==> src/hs_fault_params.svh <==
// Purpose: Constants for the high-side switch fault-protection block.
// Assumes: 20 MHz system clock; classic Wishbone register access.
// Notes: Offsets are byte addresses of 32-bit registers.
`ifndef HS_FAULT_PARAMS_SVH
`define HS_FAULT_PARAMS_SVH
`define ADR_STATUS 8'h00
`define ADR_GCFG 8'h04
`define ADR_CH0 8'h08
`define ADR_CH1 8'h0c
`define ADR_CTRL 8'h10
`define GCFG_RST 32'h0000_0000
`define CH_RST 32'h0000_0000
`define WIN_DEFAULT 16'h0100
`define RETRY_TIME_US 1000
`define CLK_MHZ 20
`define RETRY_CYC ((`RETRY_TIME_US) * (`CLK_MHZ))
`endif

==> src/hs_fault_pkg.sv <==
// Purpose: Types for the high-side switch fault-protection block.
// Assumes: Nothing beyond the constants header.
// Notes: Holds the channel fault record.
package hs_fault_pkg;
    typedef struct packed {
        logic overcurrent_flag;
        logic short_circuit_flag;
        logic overtemperature_flag;
        logic open_load_flag;
    } ch_faults_t;
    typedef enum logic [1:0] {CH_OFF, CH_ON, CH_LATCHED, CH_RETRY} ch_state_t;
endpackage

==> src/hs_fault_protect.sv <==
// Purpose: Fault protection of a dual high-side switch with Wishbone registers.
// Assumes: Analog comparator results arrive as synchronous inputs.
// Notes: Channel logic is one generate loop over two channels.
//
// The register offsets and the Wishbone slave port are this design's own decisions.
`timescale 1ns/1ps
`include "hs_fault_params.svh"
module hs_fault_protect (
    input wire logic i_clk_sys,
    input wire logic i_rstn,
    input wire logic i_wb_cyc,
    input wire logic i_wb_stb,
    input wire logic i_wb_we,
    input wire logic [7:0] i_wb_adr,
    input wire logic [3:0] i_wb_sel,
    input wire logic [31:0] i_wb_dat,
    output logic [31:0] o_wb_dat,
    output logic o_wb_ack,
    input wire logic [1:0] i_on_request,
    input wire logic [1:0] i_switch_mode,
    input wire logic [1:0] i_load_profile_select,
    input wire logic [1:0] i_in_window,
    input wire logic [1:0] i_short_at_turn_on,
    input wire logic [1:0] i_overtemp,
    input wire logic [1:0] i_load_gnd_lost,
    input wire logic i_system_gnd_lost,
    input wire logic i_supply_ov,
    input wire logic i_supply_ov_clear,
    input wire logic i_supply_uv,
    input wire logic i_supply_below_6v,
    input wire logic i_supply_reset,
    output logic [1:0] o_channel_output,
    output logic [1:0] o_fast_off,
    output logic o_fault_status_out_n
);
    logic [31:0] general_config_reg_r;
    logic [15:0] win_r [2];
    logic [1:0] retry_en_r;
    logic [1:0] delatch_p;
    logic status_rd_p;
    logic [1:0] ch_rd_p;
    logic ov_latched_r;
    logic overvoltage_flag_r;
    logic undervoltage_flag_r;
    logic uv_fault_r;
    logic [1:0] uv_retry_p;
    logic uv_prev_r;
    logic [1:0] ch_fault_n;
    logic [1:0] ch_on;
    logic [1:0] ot_pending_r;
    hs_fault_pkg::ch_faults_t flags_r [2];
    logic overvoltage_protect_disable;
    logic wb_hit;
    assign overvoltage_protect_disable = general_config_reg_r[0];
    assign wb_hit = i_wb_cyc && i_wb_stb && !o_wb_ack;
    // Register writes.
    always_ff @(posedge i_clk_sys or negedge i_rstn) begin
        if (!i_rstn) begin
            general_config_reg_r <= `GCFG_RST;
            win_r[0] <= `WIN_DEFAULT;
            win_r[1] <= `WIN_DEFAULT;
            retry_en_r <= 2'h0;
        end else if (i_supply_reset) begin
            general_config_reg_r <= `GCFG_RST;
            retry_en_r <= 2'h0;
        end else if (wb_hit && i_wb_we && i_wb_sel[0]) begin
            if (i_wb_adr == `ADR_GCFG) begin
                general_config_reg_r <= {24'h0, i_wb_dat[7:0]};
            end else if (i_wb_adr == `ADR_CH0) begin
                win_r[0] <= i_wb_dat[15:0];
                retry_en_r[0] <= i_wb_dat[16];
            end else if (i_wb_adr == `ADR_CH1) begin
                win_r[1] <= i_wb_dat[15:0];
                retry_en_r[1] <= i_wb_dat[16];
            end
        end
    end
    assign delatch_p[0] = wb_hit && i_wb_we && i_wb_adr == `ADR_CTRL && i_wb_dat[0];
    assign delatch_p[1] = wb_hit && i_wb_we && i_wb_adr == `ADR_CTRL && i_wb_dat[1];
    assign status_rd_p = wb_hit && !i_wb_we && i_wb_adr == `ADR_STATUS;
    assign ch_rd_p[0] = wb_hit && !i_wb_we && i_wb_adr == `ADR_CH0;
    assign ch_rd_p[1] = wb_hit && !i_wb_we && i_wb_adr == `ADR_CH1;
    // Bus answer, one cycle after the request.
    always_ff @(posedge i_clk_sys or negedge i_rstn) begin
        if (!i_rstn) begin
            o_wb_ack <= 1'b0;
            o_wb_dat <= 32'h0;
        end else begin
            o_wb_ack <= wb_hit;
            if (wb_hit && !i_wb_we) begin
                if (i_wb_adr == `ADR_STATUS) begin
                    o_wb_dat <= {26'h0, ch_on, uv_fault_r, ov_latched_r,
                        undervoltage_flag_r, overvoltage_flag_r};
                end else if (i_wb_adr == `ADR_GCFG) begin
                    o_wb_dat <= general_config_reg_r;
                end else if (i_wb_adr == `ADR_CH0) begin
                    o_wb_dat <= {11'h0, flags_r[0], retry_en_r[0], win_r[0]};
                end else if (i_wb_adr == `ADR_CH1) begin
                    o_wb_dat <= {11'h0, flags_r[1], retry_en_r[1], win_r[1]};
                end else begin
                    o_wb_dat <= 32'h0;
                end
            end
        end
    end
    // Overvoltage: latch off, flag, and read-clear once gone.
    always_ff @(posedge i_clk_sys or negedge i_rstn) begin
        if (!i_rstn) begin
            ov_latched_r <= 1'b0;
            overvoltage_flag_r <= 1'b0;
        end else if (i_supply_reset) begin
            ov_latched_r <= 1'b0;
            overvoltage_flag_r <= 1'b0;
        end else begin
            if (i_supply_ov && !overvoltage_protect_disable) begin
                ov_latched_r <= 1'b1;
            end else if (i_supply_ov_clear || overvoltage_protect_disable) begin
                ov_latched_r <= 1'b0;
            end
            if (i_supply_ov) begin
                overvoltage_flag_r <= 1'b1;
            end else if (status_rd_p && !ov_latched_r) begin
                overvoltage_flag_r <= 1'b0;
            end
        end
    end
    // Undervoltage: shared flag, fault hold, retry start on recovery.
    always_ff @(posedge i_clk_sys or negedge i_rstn) begin
        if (!i_rstn) begin
            undervoltage_flag_r <= 1'b0;
            uv_fault_r <= 1'b0;
            uv_prev_r <= 1'b0;
        end else if (i_supply_reset) begin
            undervoltage_flag_r <= 1'b0;
            uv_fault_r <= 1'b0;
            uv_prev_r <= 1'b0;
        end else begin
            uv_prev_r <= i_supply_uv;
            if (i_supply_uv) begin
                undervoltage_flag_r <= 1'b1;
                uv_fault_r <= 1'b1;
            end else begin
                if (uv_fault_r && (i_on_request == 2'b00 || delatch_p != 2'b00)) begin
                    uv_fault_r <= 1'b0;
                end
                if ((status_rd_p && !uv_fault_r) || ch_on != 2'b00) begin
                    undervoltage_flag_r <= 1'b0;
                end
            end
        end
    end
    assign uv_retry_p = {2{uv_prev_r && !i_supply_uv}} & retry_en_r;
    genvar g;
    generate
        for (g = 0; g < 2; g = g + 1) begin : gen_ch
            hs_fault_pkg::ch_state_t state_r;
            logic [15:0] dur_r;
            logic [23:0] retry_cnt_r;
            logic on_prev_r;
            logic clean_r;
            logic trip;
            logic hs_on;
            logic global_off;
            assign hs_on = state_r == hs_fault_pkg::CH_ON;
            assign global_off = ov_latched_r || i_supply_uv || uv_fault_r || i_system_gnd_lost;
            assign trip = hs_on && i_in_window[g] && dur_r >= win_r[g];
            assign ch_on[g] = hs_on && !global_off;
            assign ch_fault_n[g] = !(state_r == hs_fault_pkg::CH_LATCHED
                || state_r == hs_fault_pkg::CH_RETRY);
            // Duration counter over profile window during on-times.
            always_ff @(posedge i_clk_sys or negedge i_rstn) begin
                if (!i_rstn) begin
                    dur_r <= 16'h0;
                    on_prev_r <= 1'b0;
                    clean_r <= 1'b1;
                end else begin
                    on_prev_r <= ch_on[g];
                    if (ch_on[g] && i_in_window[g]) begin
                        clean_r <= 1'b0;
                    end else if (ch_on[g] && !on_prev_r) begin
                        clean_r <= 1'b1;
                    end
                    if (delatch_p[g]) begin
                        dur_r <= 16'h0;
                    end else if (!i_load_profile_select[g] && uv_retry_p[g]) begin
                        dur_r <= 16'h0;
                    end else if (!i_load_profile_select[g] && state_r ==
                            hs_fault_pkg::CH_RETRY && retry_cnt_r == 24'h0) begin
                        dur_r <= 16'h0;
                    end else if (i_load_profile_select[g] && on_prev_r && !ch_on[g]
                            && clean_r && !i_switch_mode[g]) begin
                        dur_r <= 16'h0;
                    end else if (ch_on[g] && i_in_window[g] && dur_r != 16'hffff) begin
                        dur_r <= dur_r + 16'h1;
                    end
                end
            end
            // Channel state: on, latched or waiting to retry.
            always_ff @(posedge i_clk_sys or negedge i_rstn) begin
                if (!i_rstn) begin
                    state_r <= hs_fault_pkg::CH_OFF;
                    retry_cnt_r <= 24'h0;
                end else if (i_supply_reset) begin
                    state_r <= hs_fault_pkg::CH_OFF;
                    retry_cnt_r <= 24'h0;
                end else begin
                    case (state_r)
                        hs_fault_pkg::CH_OFF: begin
                            if (i_on_request[g] && !global_off) begin
                                state_r <= hs_fault_pkg::CH_ON;
                            end
                        end
                        hs_fault_pkg::CH_ON: begin
                            if (i_short_at_turn_on[g] || trip || i_overtemp[g]) begin
                                state_r <= retry_en_r[g] ? hs_fault_pkg::CH_RETRY
                                    : hs_fault_pkg::CH_LATCHED;
                                retry_cnt_r <= 24'(`RETRY_CYC);
                            end else if (!i_on_request[g]) begin
                                state_r <= hs_fault_pkg::CH_OFF;
                            end
                        end
                        hs_fault_pkg::CH_RETRY: begin
                            if (delatch_p[g] || uv_retry_p[g]) begin
                                state_r <= hs_fault_pkg::CH_OFF;
                            end else if (retry_cnt_r == 24'h0) begin
                                state_r <= hs_fault_pkg::CH_OFF;
                            end else begin
                                retry_cnt_r <= retry_cnt_r - 24'h1;
                            end
                        end
                        default: begin
                            if (delatch_p[g]) begin
                                state_r <= hs_fault_pkg::CH_OFF;
                            end
                        end
                    endcase
                end
            end
            // Sticky fault flags; hardware set wins over read clear.
            always_ff @(posedge i_clk_sys or negedge i_rstn) begin
                if (!i_rstn) begin
                    flags_r[g] <= '0;
                    ot_pending_r[g] <= 1'b0;
                end else if (i_supply_reset) begin
                    flags_r[g] <= '0;
                    ot_pending_r[g] <= 1'b0;
                end else begin
                    if (i_overtemp[g] && i_supply_below_6v) begin
                        ot_pending_r[g] <= 1'b1;
                    end else if (!i_supply_uv) begin
                        ot_pending_r[g] <= 1'b0;
                    end
                    if (hs_on && i_short_at_turn_on[g]) begin
                        flags_r[g].short_circuit_flag <= 1'b1;
                    end else if (ch_rd_p[g] && ch_fault_n[g]) begin
                        flags_r[g].short_circuit_flag <= 1'b0;
                    end
                    if (trip) begin
                        flags_r[g].overcurrent_flag <= 1'b1;
                    end else if (ch_rd_p[g] && ch_fault_n[g]) begin
                        flags_r[g].overcurrent_flag <= 1'b0;
                    end
                    if ((i_overtemp[g] && !i_supply_uv) || (ot_pending_r[g] && !i_supply_uv)) begin
                        flags_r[g].overtemperature_flag <= 1'b1;
                    end else if (ch_rd_p[g] && ch_fault_n[g] && !i_overtemp[g]) begin
                        flags_r[g].overtemperature_flag <= 1'b0;
                    end
                    if (i_load_gnd_lost[g]) begin
                        flags_r[g].open_load_flag <= 1'b1;
                    end else if (ch_rd_p[g]) begin
                        flags_r[g].open_load_flag <= 1'b0;
                    end
                end
            end
            // Output and fast-off indication.
            always_ff @(posedge i_clk_sys or negedge i_rstn) begin
                if (!i_rstn) begin
                    o_channel_output[g] <= 1'b0;
                    o_fast_off[g] <= 1'b0;
                end else begin
                    o_channel_output[g] <= ch_on[g] && !trip && !i_short_at_turn_on[g]
                        && !i_overtemp[g];
                    o_fast_off[g] <= o_channel_output[g] && (trip || i_short_at_turn_on[g]
                        || i_overtemp[g] || i_supply_uv);
                end
            end
        end
    endgenerate
    // Fault-status output, active low.
    always_ff @(posedge i_clk_sys or negedge i_rstn) begin
        if (!i_rstn) begin
            o_fault_status_out_n <= 1'b1;
        end else begin
            o_fault_status_out_n <= &ch_fault_n && !ov_latched_r && !uv_fault_r
                && !i_supply_uv;
        end
    end
endmodule // hs_fault_protect

==> config.mk <==
export PLATFORM = sky130hd
export DESIGN_NAME = hs_fault_protect
export DESIGN_NICKNAME = d
export VERILOG_FILES = /design/src/hs_fault_pkg.sv /design/src/hs_fault_protect.sv
export VERILOG_INCLUDE_DIRS = /design/src
export SDC_FILE = /design/constraint.sdc
export NUM_CORES = 1
export LEC_CHECK = 0
export BUFFER_PORTS_ARGS = -buffer_cell sky130_fd_sc_hd__buf_2
export CAP_MARGIN = 20
export CORE_MARGIN = 8
export CORE_UTILIZATION = 50
export CTS_CLUSTER_DIAMETER = 60
export DETAILED_ROUTE_END_ITERATION = 8
export PLACE_DENSITY = 0.7
export SLEW_MARGIN = 10
export SYNTH_ARGS = -nofsm -noshare
export SYNTH_HDL_FRONTEND = slang
export SYNTH_SLANG_ARGS = --single-unit
==> constraint.sdc <==
create_clock -name i_clk_sys -period 4.75 [get_ports i_clk_sys]
set_input_delay 0.7125 -clock i_clk_sys [delete_from_list [all_inputs] [get_ports i_clk_sys]]
set_output_delay 0.7125 -clock i_clk_sys [all_outputs]
set_load 0.05 [all_outputs]
Word level (Yosys, flattened, before mapping)
Index checks and enable logic that the tools add are counted.

storage, ports and cells
  word-level logic and storage cells = 314
  output and inout bits = 38
  register bits = 207
  bits of input ports = 69

cells by class
  add/sub/neg operators = 4
  reductions and logical operators = 150
  mux-type cells = 89
  equality and inequality tests = 28
  bitwise logic cells = 4
  order comparisons = 2

operators by type and width
  operator                                                              number
  24-bit two-way mux                                                    8
  16-bit two-way mux                                                    10
  32-bit two-way mux                                                    5
  24-bit case mux with 2 select lines                                   2
  1-bit logical AND                                                     67
  24-bit zero test                                                      2
  24-bit by 1-bit subtractor with 24-bit output, second input constant  2
  21-bit two-way mux                                                    2
  3-bit nonzero test                                                    14
  1-bit two-way mux                                                     41
  2-bit two-way mux                                                     17
  16-bit by 1-bit adder with 16-bit output, second input constant       2
  16-bit >= comparator                                                  2
  16-bit inequality test, second input constant                         2
  4-bit AND reduction                                                   6
  1-bit zero test                                                       23
  5-bit nonzero test                                                    4
  1-bit logical OR                                                      18
  3-bit inequality test, second input constant                          6
  8-bit by 4-bit == test with 1-bit output, second input constant       2
  2-bit nonzero test                                                    8
  2-bit case mux with 3 select lines                                    2
  2-bit == test, second input constant                                  4
  8-bit by 3-bit == test with 1-bit output, second input constant       1
  15 further kinds                                                      27

Depth between registers and ports, before layout
  word-level depth = 13
  gate-level depth with buffers = 11
  gate-level depth less buffers = 9

Worst setup path after synthesis
Ideal clock, no wire load.

  path kind = register to register
  from = register gen_ch[0].retry_cnt_r[0]
  to = register gen_ch[0].dur_r[10]
  stages on the path, launching flop included = 11
  arrival time = 2.700 ns
  setup slack = 1.929 ns
  period minus slack after synthesis = 2.821 ns
  setup time = 0.121 ns
  path buffers = 2
  required time = 4.629 ns
  cell sequence = dfrtp_1 -> inv_1 -> ha_1 -> or4b_1 -> or4_1 -> buf_2 -> nor4_4 -> a31oi_1 -> o221ai_2 -> buf_2 -> nor2_1

on the way
  longest elaborated chain between the ends = 5

ends and longest elaborated chain
  what                    line                     RTL
  from (decl)             hs_fault_protect.sv:158  logic [23:0] retry_cnt_r;
  from (signal assigned)  hs_fault_protect.sv:217  retry_cnt_r <= 24'(`RETRY_CYC);
  from (signal assigned)  hs_fault_protect.sv:228  retry_cnt_r <= retry_cnt_r - 24'h1;
  24-bit zero test (*)    hs_fault_protect.sv:188  hs_fault_pkg::CH_RETRY && retry_cnt_r == 24'h0) begin
  1-bit logical AND (*)   hs_fault_protect.sv:188
  16-bit two-way mux      hs_fault_protect.sv:187  end else if (!i_load_profile_select[g] && state_r ==
  16-bit two-way mux      hs_fault_protect.sv:185  end else if (!i_load_profile_select[g] && uv_retry_p[g]) begin
  16-bit two-way mux      hs_fault_protect.sv:183  if (delatch_p[g]) begin
  to (signal assigned)    hs_fault_protect.sv:194  dur_r <= dur_r + 16'h1;
  to (decl)               hs_fault_protect.sv:157  logic [15:0] dur_r;

Mark *: on every way between the ends. The rest lies on a longest branch, timed or not.
A chain may end at the register's enable or synchronous reset.

Worst setup path in the final report
  from = register gen_ch[0].retry_cnt_r[0]
  to = register gen_ch[0].dur_r[2]

The elaborated chain is that of the path after synthesis.

==> qor.txt <==
Outcome: finished clean
Warnings, synthesis: 0
Final Max Tran Viols: 0
Synth Area in Compound Gates: 0.161
Clk root buf: clkbuf_16
Largest net degree at the start of global routing: 98
CP peak stage delay: 0.73 ns
Critical Path Source Type: flip-flop
Synth top cells by count: dfrtp_1, nor2_1, nand2_1
Int Pwr: 2460 uW
CTS tree: yes
Reg clk slew, reported paths: 0.07 ns
Crit Path Class: reg2reg
Top FF cell, synth: dfrtp_1
CP Depth: 8
Drt first pass iters: 5
Clk Latency, worst-skew pair: 0.43 ns
Routability congestion estimate: 0.859
Post-CTS setup repair buffer count: 0
DR iter-0 viols: 424
Share of the synthesized area in the top cell type: 0.454
DRC viols: 0
Top Layer Used: met5
Multiplexer share of the synthesized area: 0.0565
Largest family of logic cells by synthesized area: simple AND/OR/NAND/NOR gates
Clock Tree Buf Depth: 2
DP Wirelength: 17.1 mm
Reg-to-Reg End: gen_ch[0].dur_r[2]
Synthesis-stage register bit count: 172
Arrival @ worst endpoint: 3.70 ns
Asr flop ratio synth: 1.00
Avg Inst Size Synth: 9.48 um2
Met2 wire len: 11.2 mm
First-pass GRT wire length: 38.8 mm
MaxCap Viol Count: 0
Max Clock Freq: 292 MHz
Clock tree sinks: 172
Delay-heaviest family, CP: simple AND/OR/NAND/NOR gates
Worst slew pin tran: 1.08 ns
Comb pwr share: 0.071
R2R depth: 8
Critical Path, Cell by Cell: inv_1 > ha_1 > or4b_1 > or4_1 > nor4_4 > a31oi_1 > o221ai_2 > nor3_1
Post-Route WL: 23.7 mm
Post-synthesis adder-cell area fraction: 0.0489
R2R Path Start: gen_ch[0].retry_cnt_r[0]
Layout Skew: 0.00754 ns
Pwr Density: 310 mW/mm2
Via count: 7,588
Port Buffers: 77
CP endpoint kind: flip-flop
Initial antenna violation count: 3
CTS Hold Bufs: 0
Die Y-Extent: 152 um
CP Max Fanout: 16
Post-synth EDFFs: 0
Detail Route Antenna Nets: 0
Final Critical Period: 3.42 ns
Core area: 0.0180 mm2
Slowest-stage cell, CP: or4_1
Worst VDD drop: 0.256 mV
Placed cell count: 1,255
Final hold violations: 0
Initial Util: 0.511
Final Non-Filler Cells: 1,289
Synth top area cells: dfrtp_1, ha_1, mux2_2
Slew margin rel.: 0.273
Most frequent cell after synthesis: dfrtp_1
Pwr Total: 3240 uW
Remaining Overflow, GRT: 0
Wire per inst: 18.4 um
Metal-1 WL: 10.8 mm
Switching share of power: 0.242
RSZ-0062 raised after global routing: no
Die W: 152 um
CTS H-tree lvls: 4
Die Footprint: 0.0230 mm2
Total GRT Usage: 0.214
Flop-to-flop setup slack: 1.33 ns
Vias per inst: 5.89
P_sw: 786 uW
Min-Delay Path Class: in2async
Largest area contributor in the netlist: dfrtp_1
Clock power share: 0.462
Synth Area in XOR/XNOR: 0.0257
Met3 wire len: 1.44 mm
Sequential Power Share: 0.467
Instance count of the mapped netlist: 972
Crit path from: gen_ch[0].retry_cnt_r[0]
Synth unique cells: 69
Worst EP required: 5.03 ns
Worst setup endpoint: gen_ch[0].dur_r[2]
Min Hold Slack: 0.337 ns
Post-Syn Area: 0.00921 mm2
CTS buffer count: 17
Number of setup violations in the final report: 0
Fraction of layout cells with a size suffix above 1: 0.169
Sequential-to-total area share from yosys stat: 0.468
Boundary Pins: 107
Vias in the first global route: 7,392
Post-CTS Resized: 0
Crit path buf inv count: 1
Syn-to-layout area delta: 13.4%
Static Leak: 0.00486 uW
Row Count: 49
Period utilization: 0.720
Nets: 1,151
Synth Area in Simple Gates: 0.197
Final TNS setup: 0 ns
power groups by stage:
stage / Sequential (uW) / Clock (uW) / Combinational, uW
3_5_place_dp: 1540 / 0 / 230
5_1_grt: 1520 / 1580 / 259
6_report: 1510 / 1500 / 232
4_1_cts: 1510 / 1520 / 232
2_1_floorplan: 1540 / 0 / 136
3_3_place_gp: 1540 / 0 / 227
per-layer routing:
layer	track usage	up-vias
met5	0	-
met4	0.0559	4
met3	0.0517	23
met2	0.337	208
met1	0.289	3688
li1	-	3665
registers in the layout, indices dropped and copies added (netlist names), 2 cells and up:
signal,flops
gen_ch.on_prev_r,2
o_fast_off,2
gen_ch.state_r,4
ot_pending_r,2
o_channel_output,2
win_r,32
gen_ch.dur_r,32
retry_en_r,2
gen_ch.retry_cnt_r,48
flags_r,8
general_config_reg_r,8
gen_ch.clean_r,2
o_wb_dat,21
stage by stage:
step	setup slack [ns]	util	cell area (um2)
after floorplan	1.93	-	9250
after global placement	1.44	0.543	9790
after detailed placement	1.41	0.543	9790
after CTS	1.35	0.578	10400
after global routing	1.12	0.579	10400
final	1.33	0.579	10400
cells in the final DEF, fill, tap and decap left out, types with 12 or more instances in the layout:
| cell | Yosys | final |
|---|---|---|
| nor3_1 | 32 | 32 |
| or4_1 | 12 | 12 |
| nand2_1 | 85 | 85 |
| nand3_1 | 19 | 19 |
| mux2_2 | 40 | 40 |
| o21ai_0 | 63 | 63 |
| ha_1 | 36 | 36 |
| dfrtp_1 | 167 | 167 |
| or3_1 | 14 | 14 |
| buf_2 | 3 | 76 |
| a22o_1 | 12 | 12 |
| clkbuf_16 | 0 | 17 |
| inv_1 | 47 | 47 |
| xnor2_1 | 12 | 12 |
| a21oi_1 | 55 | 55 |
| a31oi_1 | 18 | 18 |
| nor4_1 | 15 | 15 |
| a22oi_1 | 26 | 26 |
| xor2_1 | 15 | 15 |
| nor2_1 | 118 | 118 |
worst register-to-register path, stage by stage (launching register included):
cell      delay (ns)
dfrtp_1         0.43
inv_1           0.11
ha_1            0.22
or4b_1          0.53
or4_1           0.73
nor4_4          0.29
a31oi_1         0.16
o221ai_2        0.67
nor3_1          0.15
cell type report:
type,instances,area [um2]
flip-flops and latches,172,4310
well taps,229,287
fillers,1621,7580
inverters,47,176
diodes,1,2.50
clock buffers,18,439
clock inverters,14,194
multi-input cells,719,4540
repair buffers,89,489
how the worst min path moves through the flow:
| stage | endpoint | slack [ns] | cells past startpoint |
|---|---|---|---|
| CTS | gen_ch[0].retry_cnt_r[14] | 0.40 | 1 |
| global placement | o_wb_dat[11] | 0.46 | 2 |
| global route | gen_ch[0].retry_cnt_r[14] | 0.42 | 1 |
| floorplan | flags_r[0] | 0.42 | 0 |
| detailed placement | o_wb_dat[16] | 0.47 | 2 |
| finish | gen_ch[0].retry_cnt_r[14] | 0.34 | 1 |
cells by family (layout without fill, tap and decap cells):
group,count (synthesis),count (layout)
xor gates and xnor gates,27,27
buffers and inverters,91,168
DFF,172,172
other,1,12
and+or+nand+nor,366,366
AOI/OAI and AO/OA,232,232
adders and majority gates,36,36
muxes,47,47
Note: power is estimated with default switching activity, not from simulation.
